===== config.mk =====
export PLATFORM = sky130hd
export DESIGN_NAME = cpu_timers
export DESIGN_NICKNAME = d
export VERILOG_FILES = /design/src/cpu_timers_pkg.sv /design/src/cpu_timers.sv /design/src/timer_channel.sv
export VERILOG_INCLUDE_DIRS = /design/src /design/src/src
export SDC_FILE = /design/constraint.sdc
export NUM_CORES = 1
export LEC_CHECK = 0
export BUFFER_PORTS_ARGS = -buffer_cell sky130_fd_sc_hd__buf_2
export CAP_MARGIN = 0
export CORE_MARGIN = 1.5
export CORE_UTILIZATION = 30
export CTS_CLUSTER_DIAMETER = 40
export DETAILED_ROUTE_END_ITERATION = 10
export GPL_TIMING_DRIVEN = 1
export PLACE_DENSITY = 0.56
export SLEW_MARGIN = 15
export SYNTH_ARGS = -nofsm -noshare
export SYNTH_HDL_FRONTEND = slang
export SYNTH_SLANG_ARGS = --single-unit

===== constraint.sdc =====
create_clock -name clk_sys -period 5.9 [get_ports clk_sys]
set_input_delay 0.295 -clock clk_sys [delete_from_list [all_inputs] [get_ports clk_sys]]
set_output_delay 0.295 -clock clk_sys [all_outputs]
set_load 0.02 [all_outputs]

===== src/cpu_timers_cfg.svh =====
// register offsets, field positions and reset values of the cpu timer block
`ifndef CPU_TIMERS_CFG_SVH
`define CPU_TIMERS_CFG_SVH

// ----------------------------------------------------------------
// register offsets (byte addresses)
// ----------------------------------------------------------------
`define OFF_CSR        8'he4
`define OFF_SET_NMI    8'he8
`define OFF_SET_T1     8'hec
`define OFF_SET_T2     8'hf0
`define OFF_LIVE_NMI   8'hf4
`define OFF_LIVE_T1    8'hf8
`define OFF_LIVE_T2    8'hfc

// ----------------------------------------------------------------
// control and status field positions
// ----------------------------------------------------------------
`define BIT_RUN_LSB    0
`define BIT_PCI_EN     3
`define BIT_PCI_CLR    4
`define BIT_PCI_PEND   5
`define BIT_PEND_LSB   8
`define BIT_IEN_LSB    12
`define BIT_RELOAD_LSB 15
`define CLKSEL_MSB     29
`define CLKSEL_LSB     24

// ----------------------------------------------------------------
// reset values, write mask and divider limit
// ----------------------------------------------------------------
`define CSR_RESET      32'h0000_0000
`define CSR_WMASK      32'h3f03_f00f
`define START_RESET    32'h0000_0000
`define DIV_MAX_LIM    3'h7

`endif


===== src/cpu_timers_pkg.sv =====
// shared types of the cpu timer block
package cpu_timers_pkg;
   typedef logic [31:0] word_t;
   typedef logic [2:0]  tmr_vec_t;
   typedef logic [5:0]  clk_sel_t;
endpackage


===== src/cpu_timers.sv =====
// three cpu timers with shared interrupt control/status and pci inta# latch
//
// Overview of operation
// - timers step on the cpu bus clock when no division is chosen.
// - a divider can slow the count rate down to one eighth.
// - the rate comes from the clock select field in bits 29:24.
// - counters only ever count upward from their start value.
// - live counts can be read while the timer keeps running.
// - writing a start value makes the counter count up from it.
// - reaching all ones raises the timer interrupt if control bits allow.
// - each timer has its own interrupt enable.
// - a timer can be stopped, or reloaded and restarted automatically.
// - at terminal count the counter restarts only if reload is enabled.
// - the control and status register sits at offset e4.
// - bits 10:8 are per-timer pending flags set on count completion.
// - the pci inta# input is latched and routed through this register.
// - control and status contents hold after an interrupt until cleared.
// - start values and live counts sit at distinct offsets.
// - a written start value stays until it is rewritten.
// - reading the control and status register clears pending timer flags.
// - start value registers are writable and readable.
// - live count registers are read only and show the running count.
// - reset clears the control and status register to zero.
// - a run bit of one starts its timer, zero stops it.
// - a new timer event wins over a read clear in the same cycle.
//
// The implementer's own choice: strobed register access.
`timescale 1ns/100ps
`include "cpu_timers_cfg.svh"
module cpu_timers
   import cpu_timers_pkg::*;
#(
   parameter int TIMER_W = 32
) (
   input  wire logic        clk_sys,
   input  wire logic        rst,
   input  wire logic [7:0]  addr,
   input  wire logic [31:0] wr_data,
   input  wire logic        wr_en,
   input  wire logic        rd_en,
   input  wire logic        pci_inta_n,
   output logic      [31:0] rd_data,
   output logic             nmi_irq,
   output logic             cpu_irq
);
   localparam logic [TIMER_W-1:0] CNT_MAX = '1;

   // ----------------------------------------------------------------
   // helper functions
   // ----------------------------------------------------------------

   // address compare, shared by the write and read decoders
   function automatic logic hit(input logic [7:0] a, input logic [7:0] off);
      return a == off;
   endfunction

   // clock select to divider limit: 0 runs at full rate, 7 and above at 1/8
   function automatic logic [2:0] div_limit(input clk_sel_t sel);
      logic [2:0] lim;
      lim = (sel >= 6'h07) ? `DIV_MAX_LIM : sel[2:0];
      return lim;
   endfunction

   // ----------------------------------------------------------------
   // state
   // ----------------------------------------------------------------
   word_t              ctrl_reg;       // writable control bits of the csr
   tmr_vec_t           pend_reg;       // timer pending flags
   tmr_vec_t           pend_next;
   logic               pci_pend_reg;
   logic               pci_pend_next;
   logic               sync1_reg;
   logic               sync2_reg;
   logic               sync3_reg;
   logic [2:0]         div_cnt_reg;
   logic               tick_reg;
   logic [TIMER_W-1:0] start_reg [3];
   logic [TIMER_W-1:0] live_cnt  [3];
   tmr_vec_t           tmr_evt;
   tmr_vec_t           load_vec;
   tmr_vec_t           run_vec;
   tmr_vec_t           ien_vec;
   tmr_vec_t           reload_vec;
   word_t              rd_data_reg;
   word_t              rd_data_next;
   word_t              csr_view;
   logic               nmi_irq_reg;
   logic               cpu_irq_reg;
   logic               csr_wr;
   logic               csr_rd;
   logic               pci_en;
   logic               pci_seen;
   logic               pci_clr;

   assign rd_data = rd_data_reg;
   assign nmi_irq = nmi_irq_reg;
   assign cpu_irq = cpu_irq_reg;

   // ----------------------------------------------------------------
   // decode and field extraction
   // ----------------------------------------------------------------

   // writes and reads of the csr and the start registers
   assign csr_wr     = wr_en && hit(addr, `OFF_CSR);
   assign csr_rd     = rd_en && hit(addr, `OFF_CSR);
   assign load_vec   = {wr_en && hit(addr, `OFF_SET_T2),
                        wr_en && hit(addr, `OFF_SET_T1),
                        wr_en && hit(addr, `OFF_SET_NMI)};
   assign run_vec    = ctrl_reg[`BIT_RUN_LSB +: 3];
   assign ien_vec    = ctrl_reg[`BIT_IEN_LSB +: 3];
   assign reload_vec = ctrl_reg[`BIT_RELOAD_LSB +: 3];
   assign pci_en     = ctrl_reg[`BIT_PCI_EN];
   assign pci_clr    = csr_wr && wr_data[`BIT_PCI_CLR];
   assign pci_seen   = !sync2_reg && !sync3_reg;

   // ----------------------------------------------------------------
   // control bits
   // ----------------------------------------------------------------

   // only the documented read/write bits store; clear and status bits do not
   always_ff @(posedge clk_sys) begin
      if (rst) begin
         ctrl_reg <= `CSR_RESET;
      end else if (csr_wr) begin
         ctrl_reg <= wr_data & `CSR_WMASK;
      end
   end

   // start values stay put until software writes them again
   always_ff @(posedge clk_sys) begin
      if (rst) begin
         for (int i = 0; i < 3; i++) begin
            start_reg[i] <= `START_RESET;
         end
      end else begin
         for (int i = 0; i < 3; i++) begin
            if (load_vec[i]) begin
               start_reg[i] <= wr_data[TIMER_W-1:0];
            end
         end
      end
   end

   // ----------------------------------------------------------------
   // timer clock divider
   // ----------------------------------------------------------------

   // one shared tick keeps the three timers in step; a select change takes
   // effect at once, as the running divider count is compared with the new limit
   always_ff @(posedge clk_sys) begin
      if (rst) begin
         div_cnt_reg <= 3'h0;
         tick_reg    <= 1'b0;
      end else if (div_cnt_reg >= div_limit(ctrl_reg[`CLKSEL_MSB:`CLKSEL_LSB])) begin
         div_cnt_reg <= 3'h0;
         tick_reg    <= 1'b1;
      end else begin
         div_cnt_reg <= div_cnt_reg + 3'h1;
         tick_reg    <= 1'b0;
      end
   end

   // ----------------------------------------------------------------
   // timers
   // ----------------------------------------------------------------
   for (genvar g = 0; g < 3; g++) begin : g_tmr
      logic [TIMER_W-1:0] start_sel;

      // a write loads the bus word at once; reload and restart use the stored value,
      // because the bus word is long gone by the time the count wraps
      assign start_sel = load_vec[g] ? wr_data[TIMER_W-1:0] : start_reg[g];

      timer_channel #(
         .W (TIMER_W)
      ) u_chan (
         .clk_sys   (clk_sys),
         .rst       (rst),
         .tick      (tick_reg),
         .run       (run_vec[g]),
         .reload_en (reload_vec[g]),
         .load      (load_vec[g]),
         .start_val (start_sel),
         .count     (live_cnt[g]),
         .terminal  (tmr_evt[g])
      );
   end

   // ----------------------------------------------------------------
   // pending flags and pci input
   // ----------------------------------------------------------------

   // three flops on the asynchronous pin; only stage two feeds stage three
   always_ff @(posedge clk_sys) begin
      if (rst) begin
         sync1_reg <= 1'b1;
         sync2_reg <= 1'b1;
         sync3_reg <= 1'b1;
      end else begin
         sync1_reg <= pci_inta_n;
         sync2_reg <= sync1_reg;
         sync3_reg <= sync2_reg;
      end
   end

   // set beats clear; a csr read drops only flags without a new event
   always_comb begin
      pend_next     = tmr_evt | (pend_reg & ~{3{csr_rd}});
      pci_pend_next = pci_seen | (pci_pend_reg & ~pci_clr);
   end

   // flags hold until read or cleared, so software sees a stable picture
   always_ff @(posedge clk_sys) begin
      if (rst) begin
         pend_reg     <= 3'h0;
         pci_pend_reg <= 1'b0;
      end else begin
         pend_reg     <= pend_next;
         pci_pend_reg <= pci_pend_next;
      end
   end

   // interrupt lines toward the cpu, gated by the enables
   always_ff @(posedge clk_sys) begin
      if (rst) begin
         nmi_irq_reg <= 1'b0;
         cpu_irq_reg <= 1'b0;
      end else begin
         nmi_irq_reg <= pend_reg[0] && ien_vec[0];
         cpu_irq_reg <= (|(pend_reg[2:1] & ien_vec[2:1])) || (pci_pend_reg && pci_en);
      end
   end

   // ----------------------------------------------------------------
   // read path
   // ----------------------------------------------------------------

   // csr image: stored controls, live status, write-only and reserved as zero
   always_comb begin
      csr_view = ctrl_reg;
      csr_view[`BIT_PCI_PEND] = pci_pend_reg;
      csr_view[`BIT_PEND_LSB +: 3] = pend_reg;
   end

   // read mux; unmapped offsets answer zero
   always_comb begin
      rd_data_next = 32'h0000_0000;
      if (hit(addr, `OFF_CSR)) begin
         rd_data_next = csr_view;
      end else if (hit(addr, `OFF_SET_NMI)) begin
         rd_data_next = 32'(start_reg[0]);
      end else if (hit(addr, `OFF_SET_T1)) begin
         rd_data_next = 32'(start_reg[1]);
      end else if (hit(addr, `OFF_SET_T2)) begin
         rd_data_next = 32'(start_reg[2]);
      end else if (hit(addr, `OFF_LIVE_NMI)) begin
         rd_data_next = 32'(live_cnt[0]);
      end else if (hit(addr, `OFF_LIVE_T1)) begin
         rd_data_next = 32'(live_cnt[1]);
      end else if (hit(addr, `OFF_LIVE_T2)) begin
         rd_data_next = 32'(live_cnt[2]);
      end
   end

   // read data in the cycle after the strobe; a read never touches a counter
   always_ff @(posedge clk_sys) begin
      if (rst) begin
         rd_data_reg <= 32'h0000_0000;
      end else if (rd_en) begin
         rd_data_reg <= rd_data_next;
      end
   end
endmodule


===== src/timer_channel.sv =====
// one up-counting timer with load, stop, reload and terminal event
`timescale 1ns/100ps
module timer_channel #(
   parameter int W = 32
) (
   input  wire logic         clk_sys,
   input  wire logic         rst,
   input  wire logic         tick,
   input  wire logic         run,
   input  wire logic         reload_en,
   input  wire logic         load,
   input  wire logic [W-1:0] start_val,
   output logic     [W-1:0] count,
   output logic             terminal
);
   localparam logic [W-1:0] CNT_MAX = '1;

   logic [W-1:0] count_reg;
   logic         halt_reg;
   logic         run_d_reg;
   logic         term_reg;

   assign count    = count_reg;
   assign terminal = term_reg;

   // remember run so a re-enable after a halt can restart the count
   always_ff @(posedge clk_sys) begin
      if (rst) begin
         run_d_reg <= 1'b0;
      end else begin
         run_d_reg <= run;
      end
   end

   // counter: load wins, then restart after halt, then counting
   always_ff @(posedge clk_sys) begin
      if (rst) begin
         count_reg <= '0;
         halt_reg  <= 1'b0;
      end else if (load) begin
         count_reg <= start_val;
         halt_reg  <= 1'b0;
      end else if (run && !run_d_reg && halt_reg) begin
         count_reg <= start_val;
         halt_reg  <= 1'b0;
      end else if (tick && run && !halt_reg) begin
         if (count_reg == CNT_MAX) begin
            if (reload_en) begin
               count_reg <= start_val;
            end else begin
               halt_reg <= 1'b1;
            end
         end else begin
            count_reg <= count_reg + 1'b1;
         end
      end
   end

   // one-cycle event on the step that lands on all ones
   always_ff @(posedge clk_sys) begin
      if (rst) begin
         term_reg <= 1'b0;
      end else begin
         term_reg <= tick && run && !halt_reg && !load && (count_reg == CNT_MAX - 1'b1);
      end
   end
endmodule


== Word-level counts from Yosys, hierarchy flattened ==
Memory sizes are Yosys's and may differ from the RTL's.
Cells that the tools add are included.
Operators by class
  $add $sub $neg: 4
  multipliers: 0
  divide/modulo/power cells: 0
  order comparisons: 2
  eq/ne operators: 16
  shift-type cells: 0
  multiplexer cells: 41
  bitwise operators: 13
  reductions and logical operators: 53
Operator list (number)
  32-bit two-way mux: 28
  32-bit == test (second input constant): 6
  32-bit by 1-bit adder with 32-bit output (second input constant): 3
  8-bit == test (second input constant): 7
  1-bit logical AND: 27
  1-bit two-way mux: 12
  4-bit by 2-bit != test with 1-bit output (second input constant): 3
  1-bit zero test: 11
  3-bit AND reduction: 3
  3-bit nonzero test: 3
  3-bit OR reduction: 3
  6-bit by 3-bit greater-or-equal comparator with 1-bit output (second input constant): 1
  2-bit AND reduction: 3
  1-bit inverter: 4
  1-bit bitwise OR: 4
  2-bit OR reduction: 2
  3-bit by 1-bit adder with 3-bit output (second input constant): 1
  3-bit bitwise AND: 1
  3-bit greater-or-equal comparator: 1
  3-bit two-way mux: 1
  3-bit inverter: 1
  3-bit bitwise OR: 1
  2-bit bitwise AND: 1
  1-bit bitwise AND: 1
  1-bit logical OR: 1
Storage, ports and cells
  bits in registers: 166
  bits in latches: 0
  memory bits (writable): 96
  bits in read-only memories: 0
  logic and storage cells: 153
  memories: 1
Memory list
  start_reg: words 3, width 32, read ports 3, clocked after memory_dff 0, wr ports 3, line cpu_timers.sv:77  | logic [TIMER_W-1:0] start_reg [3];

== Longest topological paths before layout ==
Gate-level depths: netlist (run 1).
  depth in word-level cells: 8
  mapped depth: 11
  mapped depth without buffers: 7

== Modules after synthesis ==
Synthesis (run 1) repeated with hierarchy kept, for this count alone.
Unflattened totals
  cell total of the unflattened synthesis: 1820
  area total of the unflattened synthesis: 15899.0 µm²
Modules (own cells, without submodules)
  cpu_timers: times used 1, cells each 902, area each 8488.1 µm²
  timer_channel at g_tmr[1].u_chan: times used 1, cells each 317, area each 2572.5 µm²
  timer_channel at g_tmr[2].u_chan: times used 1, cells each 302, area each 2504.9 µm²
  timer_channel at g_tmr[0].u_chan: times used 1, cells each 299, area each 2333.5 µm²

== Worst setup path after synthesis (run 1) ==
No wires, ideal clock.
  kind: input to register
  from: in addr[4]
  to: mem start_reg[2][0], in the netlist start_reg[0][64] (enable)
  setup time: 0.391 ns
  data arrival time: 2.239 ns
  path slack: 3.270 ns
  stages: 6
  cells stage by stage: buf_2 -> nor4b_2 -> clkbuf_1 -> nand3_1 -> clkbuf_1 -> nand2_1
RTL lines
  start, declared: line cpu_timers.sv:37  | input wire logic [7:0] addr,
  end, declared: line cpu_timers.sv:77

== Worst setup path after layout (run 1) ==
  from: reg g_tmr[0].u_chan.count_reg[6]
  to: reg g_tmr[0].u_chan.count_reg[27]
Between the ends
  longest elaborated chain between the ends: 5
  elaborated cells between the ends (all ways): 8
Ends and longest elaborated chain
  start, declared: line timer_channel.sv:18  | logic [W-1:0] count_reg;
  start signal, assigned: line timer_channel.sv:41  | count_reg <= start_val;
  start signal, assigned: line timer_channel.sv:44  | count_reg <= start_val;
  start signal, assigned: line timer_channel.sv:49  | count_reg <= start_val;
  32-bit by 1-bit adder with 32-bit output or 32-bit == test (tied branches): line timer_channel.sv:54, timer_channel.sv:47
  32-bit two-way mux: line timer_channel.sv:47  | if (count_reg == CNT_MAX) begin
  32-bit two-way mux: line timer_channel.sv:46  | end else if (tick && run && !halt_reg) begin
  32-bit two-way mux: line timer_channel.sv:43  | end else if (run && !run_d_reg && halt_reg) begin
  32-bit two-way mux: line timer_channel.sv:40  | end else if (load) begin
Several ways; a longest one is shown, not always the timed one. The select of a mux whose other input is x is not followed.
A chain may end at the register's enable or synchronous reset.

==> results of run 1 <==
-- critical path: stages, from the launching register on --
cell and delay, ns:
dfxtp_1 0.44, nand4_1 0.53, nor3_4 0.60, nand3_2 0.58
and2_1 0.68, buf_4 0.35, a211o_1 0.27, a311oi_1 0.23
-- routing by layer --
metal  GRT usage, %  vias to the layer above  wire length, um
met3           3.86                      161             5100
li1               -                     6348                -
met2           36.5                      778            26700
met5              0                        -               40
met1           30.6                     6904            24500
met4           10.7                        6             3020
-- per-stage QoR --
stage | hold WS [ns] | util (%) | cell area [um^2]
final | 0.0832 | 35.3 | 17000
after global routing | 0.0720 | 35.3 | 17000
after CTS | 0.0762 | 35.3 | 16900
after detailed placement | 0.395 | 32.3 | 15500
after global placement | 0.396 | 32.3 | 15500
after floorplan | 0.389 | - | 14700
-- power groups by stage --
stage	sequential, W	combinational [W]	clock, W
global placement	0.00199	0.000159	0
floorplan	0.00197	0.0000723	0
detailed placement	0.00199	0.000159	0
finish	0.00196	0.000162	0.00255
CTS	0.00195	0.000160	0.00257
global route	0.00196	0.000169	0.00265
-- layout make-up --
class | count | area [um^2]
diodes | 1 | 2.50
clock buffers | 50 | 1110
clock inverters | 26 | 313
fillers | 4869 | 31100
inverters | 34 | 128
multi-input cells | 1198 | 7800
flip-flops and latches | 262 | 6210
well taps | 615 | 769
repair buffers | 108 | 621
-- what timing repair did --
action / CTS / global route
hold buffers: 1 / 0
resized for setup: 0 / 0
endpoints found under the hold margin: 1 / 0
setup endpoints to repair: 0 / 0
setup buffers: 0 / 0
-- cell usage after synthesis (24+ instances only) --
master      n  area [um^2]
a211oi_1   26          195
a21oi_1   144          721
a22oi_1    42          315
a311oi_1   38          333
and2_1     39          244
buf_2      31          155
clkbuf_1  102          383
dfxtp_1   166         3320
edfxtp_1   96         2880
inv_1      33          124
nand2_1   138          518
nand2b_1   27          169
nand3_1   113          566
nand4_1    40          250
nor2_1    101          379
nor3_1     24          120
o211ai_1   60          450
o221ai_1   27          236
o22ai_1    33          206
xnor2_1    37          324
xor2_1     25          219
-- logic make-up after synthesis --
group | after synthesis | share of synthesized area (%)
mux | 14 | 0.972
compound gates | 514 | 24.9
buf+inv | 183 | 5.08
flops | 262 | 42.3
xor+xnor | 62 | 3.70
simple gates | 598 | 22.2
fa+ha+maj | 10 | 0.852
-- worst paths after layout --
kind	start	cells past startpoint	to
worst max-delay path	g_tmr[0].u_chan.count[6]	7	g_tmr[0].u_chan.count[27]
worst min-delay path	wr_data[12]	3	ctrl_reg[12]
worst max register to register	g_tmr[0].u_chan.count[6]	7	g_tmr[0].u_chan.count[27]
worst min register to register	sync1_reg	1	sync2_reg
==> results.toml, run 1 <==
[sta]
slew_violations = 0
hold_viol = 0
setup_ws_ns = 2.11
clock.fmax_mhz = 264
setup_viol = 0
tightestPinTransition_ns = 1.21
fin_crit_ns = 3.79
period_share_pct = 64.2
slew_headroom_pct = 19.0
tns_ns = 0
finClkSkew_ns = 0.0120
rsz0062_at_grt = "no"

[logic_synthesis]
synth_cell_types = 84
syn_inst = 1643
ys_async_sr_fraction_pct = 0
yosys_warnings = 0
netlist_area_mm2 = 0.0147
synth-seq-cells = 262
seq_area_frac_synth_pct = 42.3
synth-edff-count = 96
syn_area_per_cell_um2 = 8.93
synth_nets = 1698
yosys_most_used_dff = "dfxtp_1"

[worst_setup_path]
r2r_setup_slack_ns = 2.11
end_kind = "flop"
start_kind = "flop"
worstPathMaxFanout = 25
critPathArrivalTime_ns = 4.24
crit_required_ns = 6.35
path_class = "flop to flop"

[finish]
layout_common_cells = "dfxtp_1 (166), a21oi_1 (144), nand2_1 (137), nand3_1 (113), nor2_1 (100)"
drive_gt1_share_pct = 13.1
fin_nets = 1700
layout.cells.non_filler = 2294
syn_to_final_growth_pct = 15.5
layout_commonest_cell = "dfxtp_1"

[drt]
drc = 0
drt_pass1_iterations = 8
ant_nets = 0
wl_per_cell_um = 25.9
vias = 14200
routed_wirelength_mm = 59.3
drtIter0Drc = 1628
viasPerCell = 6.19

[place]
routabilityCongestion = 0.974
dp_hpwl_mm = 42.5
portBuffers = 78
dp.cells = 2216
dp_worst_setup_slack_ns = 2.23

[clocking]
cts_sinks = 262
cts_tree = "built"
root_buffer = "clkbuf_16"
clk_pin_slew_ns = 0.06
clk_path_buf_depth = 3
htree_levels = 2
cts_inserted_buffers = 41
clock_latency_ns = 0.54

[grt]
grt_first_pass_wirelength_mm = 87.2
grtUsageTotal_pct = 23.0
overflow = 0
grt_start_max_net_pins = 77
grt_pass1_vias = 13300
antenna_found_initial = 4

[floorplanning]
start_util_pct = 30.6
die_h_um = 224
placementRows = 80
core_area_mm2 = 0.0480
dieWidth_um = 224
die_area_mm2 = 0.0503
pin_count = 79

[power]
swShare_pct = 24.2
p_int_w = 0.00354
peakVddDrop_mv = 0.175
power.density_mw_per_mm2 = 275
p_clk_share_pct = 54.6
p_seq_share_pct = 42.0
power_w = 0.00466
power_frac_comb_pct = 3.5
power.static_leakage_nw = 5.55
power_switching_w = 0.00113

[run_status]
status = "complete, no violations"

[flow_run]
cap_viol_max_count = 0

[hold_path]
min_path_type = "primary input to flop"
Note: power is estimated with default switching activity, not from simulation.
==> inputs of run 2 (changes only) <==
- PLACE_DENSITY: 0.56 -> 0.58
- clock period: 5.9 -> 3.1 ns (I/O delays scaled with it)
==> results.toml, run 2 (same netlist as run 1, synthesis figures left out) <==
[hold_path]
min_path_type = "primary input to flop"
min_path_cells = 2

[floorplanning]
die_h_um = 224
dieWidth_um = 224
start_util_pct = 30.6
pin_count = 79
core_area_mm2 = 0.0480
die_area_mm2 = 0.0503
placementRows = 80

[worst_setup_path]
critPathTopFamily = "simple AND/OR/NAND/NOR gates"
path_cells = "nand4_2 -> nor4_1 -> and4b_1 -> o211ai_4 -> buf_4 -> a311oi_1"
start_kind = "flop"
path_buf_inv = 1
worst_path_largest_cell_delay_ns = 0.66
r2r_setup_slack_ns = 0.20
worstPathMaxFanout = 39
path_class = "flop to flop"
end_kind = "flop"
cp.depth = 6
critPathArrivalTime_ns = 3.34
crit_required_ns = 3.54
worstRegToRegCells = 6
cp_slowest_cell = "nor4_1"

[finish]
drive_gt1_share_pct = 14.8
layout_common_cells = "dfxtp_1 (166), a21oi_1 (144), nand2_1 (136), nand3_1 (113), nor2_1 (100)"
n_antenna_cell = 0
syn_to_final_growth_pct = 19.8
fin_nets = 1770
layout_commonest_cell = "dfxtp_1"

[drt]
drtIter0Drc = 1481
drt_pass1_iterations = 5
drc = 0
viasPerCell = 6.17
vias = 14600
wl_per_cell_um = 25.5
ant_nets = 0
routed_wirelength_mm = 60.3

[power]
power.static_leakage_nw = 5.88
power_w = 0.00890
power.density_mw_per_mm2 = 506
swShare_pct = 23.7
p_clk_share_pct = 54.2
peakVddDrop_mv = 0.270
p_seq_share_pct = 41.8
power_frac_comb_pct = 4.0
p_int_w = 0.00679
power_switching_w = 0.00211

[sta]
period_share_pct = 93.5
rsz0062_at_grt = "no"
slew_violations = 0
setup_viol = 0
clock.fmax_mhz = 345
hold_viol = 0
holdWs_ns = 0.0273
slew_headroom_pct = 24.0
finClkSkew_ns = 0.0146
tns_ns = 0
fin_crit_ns = 2.90
tightestPinTransition_ns = 1.14

[clocking]
root_buffer = "clkbuf_16"
clock_latency_ns = 0.55
clk_pin_slew_ns = 0.05
cts_tree = "built"
htree_levels = 2
cts_inserted_buffers = 41
cts_sinks = 262
clk_path_buf_depth = 3
cts_setup_buffers = 0

[place]
portBuffers = 78
dp_hpwl_mm = 43.1
routabilityCongestion = 0.987

[flow_run]
cap_viol_max_count = 0

[grt]
overflow = 0
grt_pass1_vias = 13800
antenna_found_initial = 0
grt_start_max_net_pins = 134
grtUsageTotal_pct = 23.6
grt_first_pass_wirelength_mm = 89.9

[run_status]
status = "complete, no violations"
==> run 2: cell count changes in the layout (fill, tap and decap cells not counted), sizes merged <==
| cell | previous run | this run |
|---|---|---|
| clkbuf | 50 | 51 |
| diode | 1 | 0 |
| clkinvlp | 2 | 1 |
| clkinv | 9 | 10 |
| buf | 107 | 147 |
| inv | 44 | 43 |
| dlygate4sd3 | 1 | 31 |
==> run 2: cell type report <==
type                            count  area, um^2
Fill cell                        4877       30500
Multi-Input combinational cell   1198        7790
Sequential cell                   262        6210
Timing Repair Buffer              178        1260
Clock buffer                       51        1140
Tap cell                          615         769
Clock inverter                     25         290
Inverter                           34         128
==> run 2: final timing paths <==
path	start	endpoint
worst max-delay path	g_tmr[0].u_chan.count[12]	g_tmr[0].u_chan.count[31]
worst min-delay path	wr_data[30]	g_tmr[0].u_chan.count[30]
worst max register to register	g_tmr[0].u_chan.count[12]	g_tmr[0].u_chan.count[31]
worst min register to register	sync1_reg	sync2_reg
==> run 2: power by group through the flow <==
stage	clock, W	combinational, W	sequential (W)
after global placement	0	0.000316	0.00379
final	0.00482	0.000358	0.00372
after floorplan	0	0.000138	0.00374
after global routing	0.00504	0.000372	0.00372
after CTS	0.00487	0.000351	0.00371
after detailed placement	0	0.000319	0.00378
==> run 2: through the flow <==
| step | worst slack (ns) | area, um^2 | utilization (%) | cells |
|---|---|---|---|---|
| final | 0.201 | 17600 | 36.6 | 2363 |
| after global routing | 0.000963 | 17600 | 36.6 | 2363 |
| after CTS | 0.267 | 17600 | 36.6 | 2363 |
| after detailed placement | 0.159 | 15800 | 33.0 | 2256 |
| after global placement | 0.242 | 15800 | 33.0 | 2256 |
| after floorplan | 0.610 | 14700 | - | 1643 |
==> run 2: what timing repair did <==
item,CTS,global route
hold buffers,31,0
endpoints found under the hold margin,57,0
resized for setup,0,0
==> run 2: layer usage <==
layer,vias to the layer above,routed length [um],GRT usage [%]
met4,0,3010,10.7
met5,-,0,0
met1,7065,25300,32.0
li1,6492,-,-
met2,850,27000,36.7
met3,169,5040,3.78
==> inputs of run 3 (changes only) <==
- CORE_UTILIZATION: 30 -> 50
- PLACE_DENSITY: 0.58 -> 0.81
==> results.toml, run 3 (same netlist as run 1, synthesis figures left out) <==
[run_status]
status = "complete, no violations"

[sta]
setup_viol = 0
rsz0062_at_grt = "no"
period_share_pct = 92.5
tns_ns = 0
slew_headroom_pct = 25.6
hold_viol = 0
slew_violations = 0
finClkSkew_ns = 0.0205
fin_crit_ns = 2.87
clock.fmax_mhz = 349
tightestPinTransition_ns = 1.11

[clocking]
root_buffer = "clkbuf_16"
hold_buffers = 30
post_cts_resized = 0
htree_levels = 2
cts_sinks = 262
clk_path_buf_depth = 3
clk_pin_slew_ns = 0.06
clock_latency_ns = 0.54
cts_setup_buffers = 0
cts_inserted_buffers = 39
cts_tree = "built"

[power]
power_w = 0.00846
power.density_mw_per_mm2 = 492
power.static_leakage_nw = 5.82
peakVddDrop_mv = 0.385

[worst_setup_path]
r2r_end = "g_tmr[1].u_chan.count[19]"
worst_path_largest_cell_delay_ns = 0.87
path_cells = "ha_1 -> nand4_1 -> or4_4 -> nor4_4 -> nor2_4 -> nand2_1 -> o32ai_1"
worstPathMaxFanout = 46
worstRegToRegCells = 7
cp_slowest_cell = "nor2_4"
r2r_setup_slack_ns = 0.23
end_kind = "flop"
critPathArrivalTime_ns = 3.30
crit_required_ns = 3.53
start_kind = "flop"
worstReg2RegStart = "g_tmr[1].u_chan.count[0]"
path_class = "flop to flop"

[place]
routabilityCongestion = 1.00
portBuffers = 78
dp_hpwl_mm = 39.1

[grt]
grtUsageTotal_pct = 36.8
grt_start_max_net_pins = 71
overflow = 0
grt_first_pass_wirelength_mm = 85.8
grt_pass1_vias = 14200
antenna_found_initial = 0

[floorplanning]
pin_count = 79
dieWidth_um = 174
die_area_mm2 = 0.0304
start_util_pct = 51.0
die_h_um = 174
placementRows = 62
core_area_mm2 = 0.0288

[finish]
n_antenna_cell = 0
layout_common_cells = "dfxtp_1 (166), a21oi_1 (144), nand2_1 (138), nand3_1 (113), nor2_1 (100)"
syn_to_final_growth_pct = 17.0
fill_cells = 2461
drive_gt1_share_pct = 15.1
fin_nets = 1773
layout_commonest_cell = "dfxtp_1"

[drt]
drtIter0Drc = 2548
viasPerCell = 7.02
ant_nets = 0
wl_per_cell_um = 26.5
drc = 0
routed_wirelength_mm = 56.5
drt_pass1_iterations = 9
vias = 15000

[hold_path]
min_path_cells = 3
hold_end = "g_tmr[0].u_chan.count[19]"
holdCritStartpoint = "wr_data[19]"
min_path_type = "primary input to flop"

[flow_run]
cap_viol_max_count = 0
run 3: layout make-up:
type                    count  area, um^2  area share (%)
well taps                 384         480            2.80
clock inverters            25         236            1.38
multi-input cells        1198        7780            45.3
clock buffers              47        1080            6.28
repair buffers            183        1260            7.36
inverters                  34         128           0.743
flip-flops and latches    262        6210            36.1
run 3: how the worst max path moves through the flow:
stage,start,slack [ns],end
after floorplan,addr[4],0.61,start_reg[0][64]
after global placement,addr[2],0.20,g_tmr[1].u_chan.count[25]
after detailed placement,addr[2],0.10,g_tmr[1].u_chan.count[26]
after CTS,g_tmr[1].u_chan.count[0],0.32,g_tmr[1].u_chan.count[15]
after global routing,g_tmr[1].u_chan.count[0],0.05,g_tmr[1].u_chan.count[19]
final,g_tmr[1].u_chan.count[0],0.23,g_tmr[1].u_chan.count[19]
run 3: report_power, final:
part | switching (W) | total (W) | internal, W
Sequential | 0.0000696 | 0.00371 | 0.00364
Combinational | 0.000244 | 0.000344 | 0.000100
Clock | 0.00178 | 0.00441 | 0.00263
Total | 0.00209 | 0.00846 | 0.00637
run 3: metal layers:
layer | global-route usage (%) | routed length, um | vias up
met1 | 49.7 | 21600 | 7074
met3 | 5.66 | 6500 | 258
li1 | - | - | 6488
met4 | 25.8 | 4580 | 0
met2 | 53.9 | 23900 | 1155
met5 | 0 | 0 | -
run 3: critical path, delay by kind of cell, from the launching register on:
family	cells	cell delay (ns)
compound gates	1	0.23
flops	1	0.38
fa+ha+maj	1	0.28
simple gates	5	1.86
run 3: per-stage QoR:
step | area (um^2) | setup slack [ns] | hold slack, ns | util [%] | instances
5_1_grt | 17200 | 0.0469 | 0.0160 | 59.7 | 2133
6_report | 17200 | 0.233 | 0.0228 | 59.7 | 2133
4_1_cts | 17200 | 0.319 | 0.0109 | 59.6 | 2132
3_3_place_gp | 15500 | 0.197 | 0.351 | 54.0 | 2030
3_5_place_dp | 15500 | 0.102 | 0.350 | 54.0 | 2030
2_1_floorplan | 14700 | 0.610 | 0.259 | - | 1643
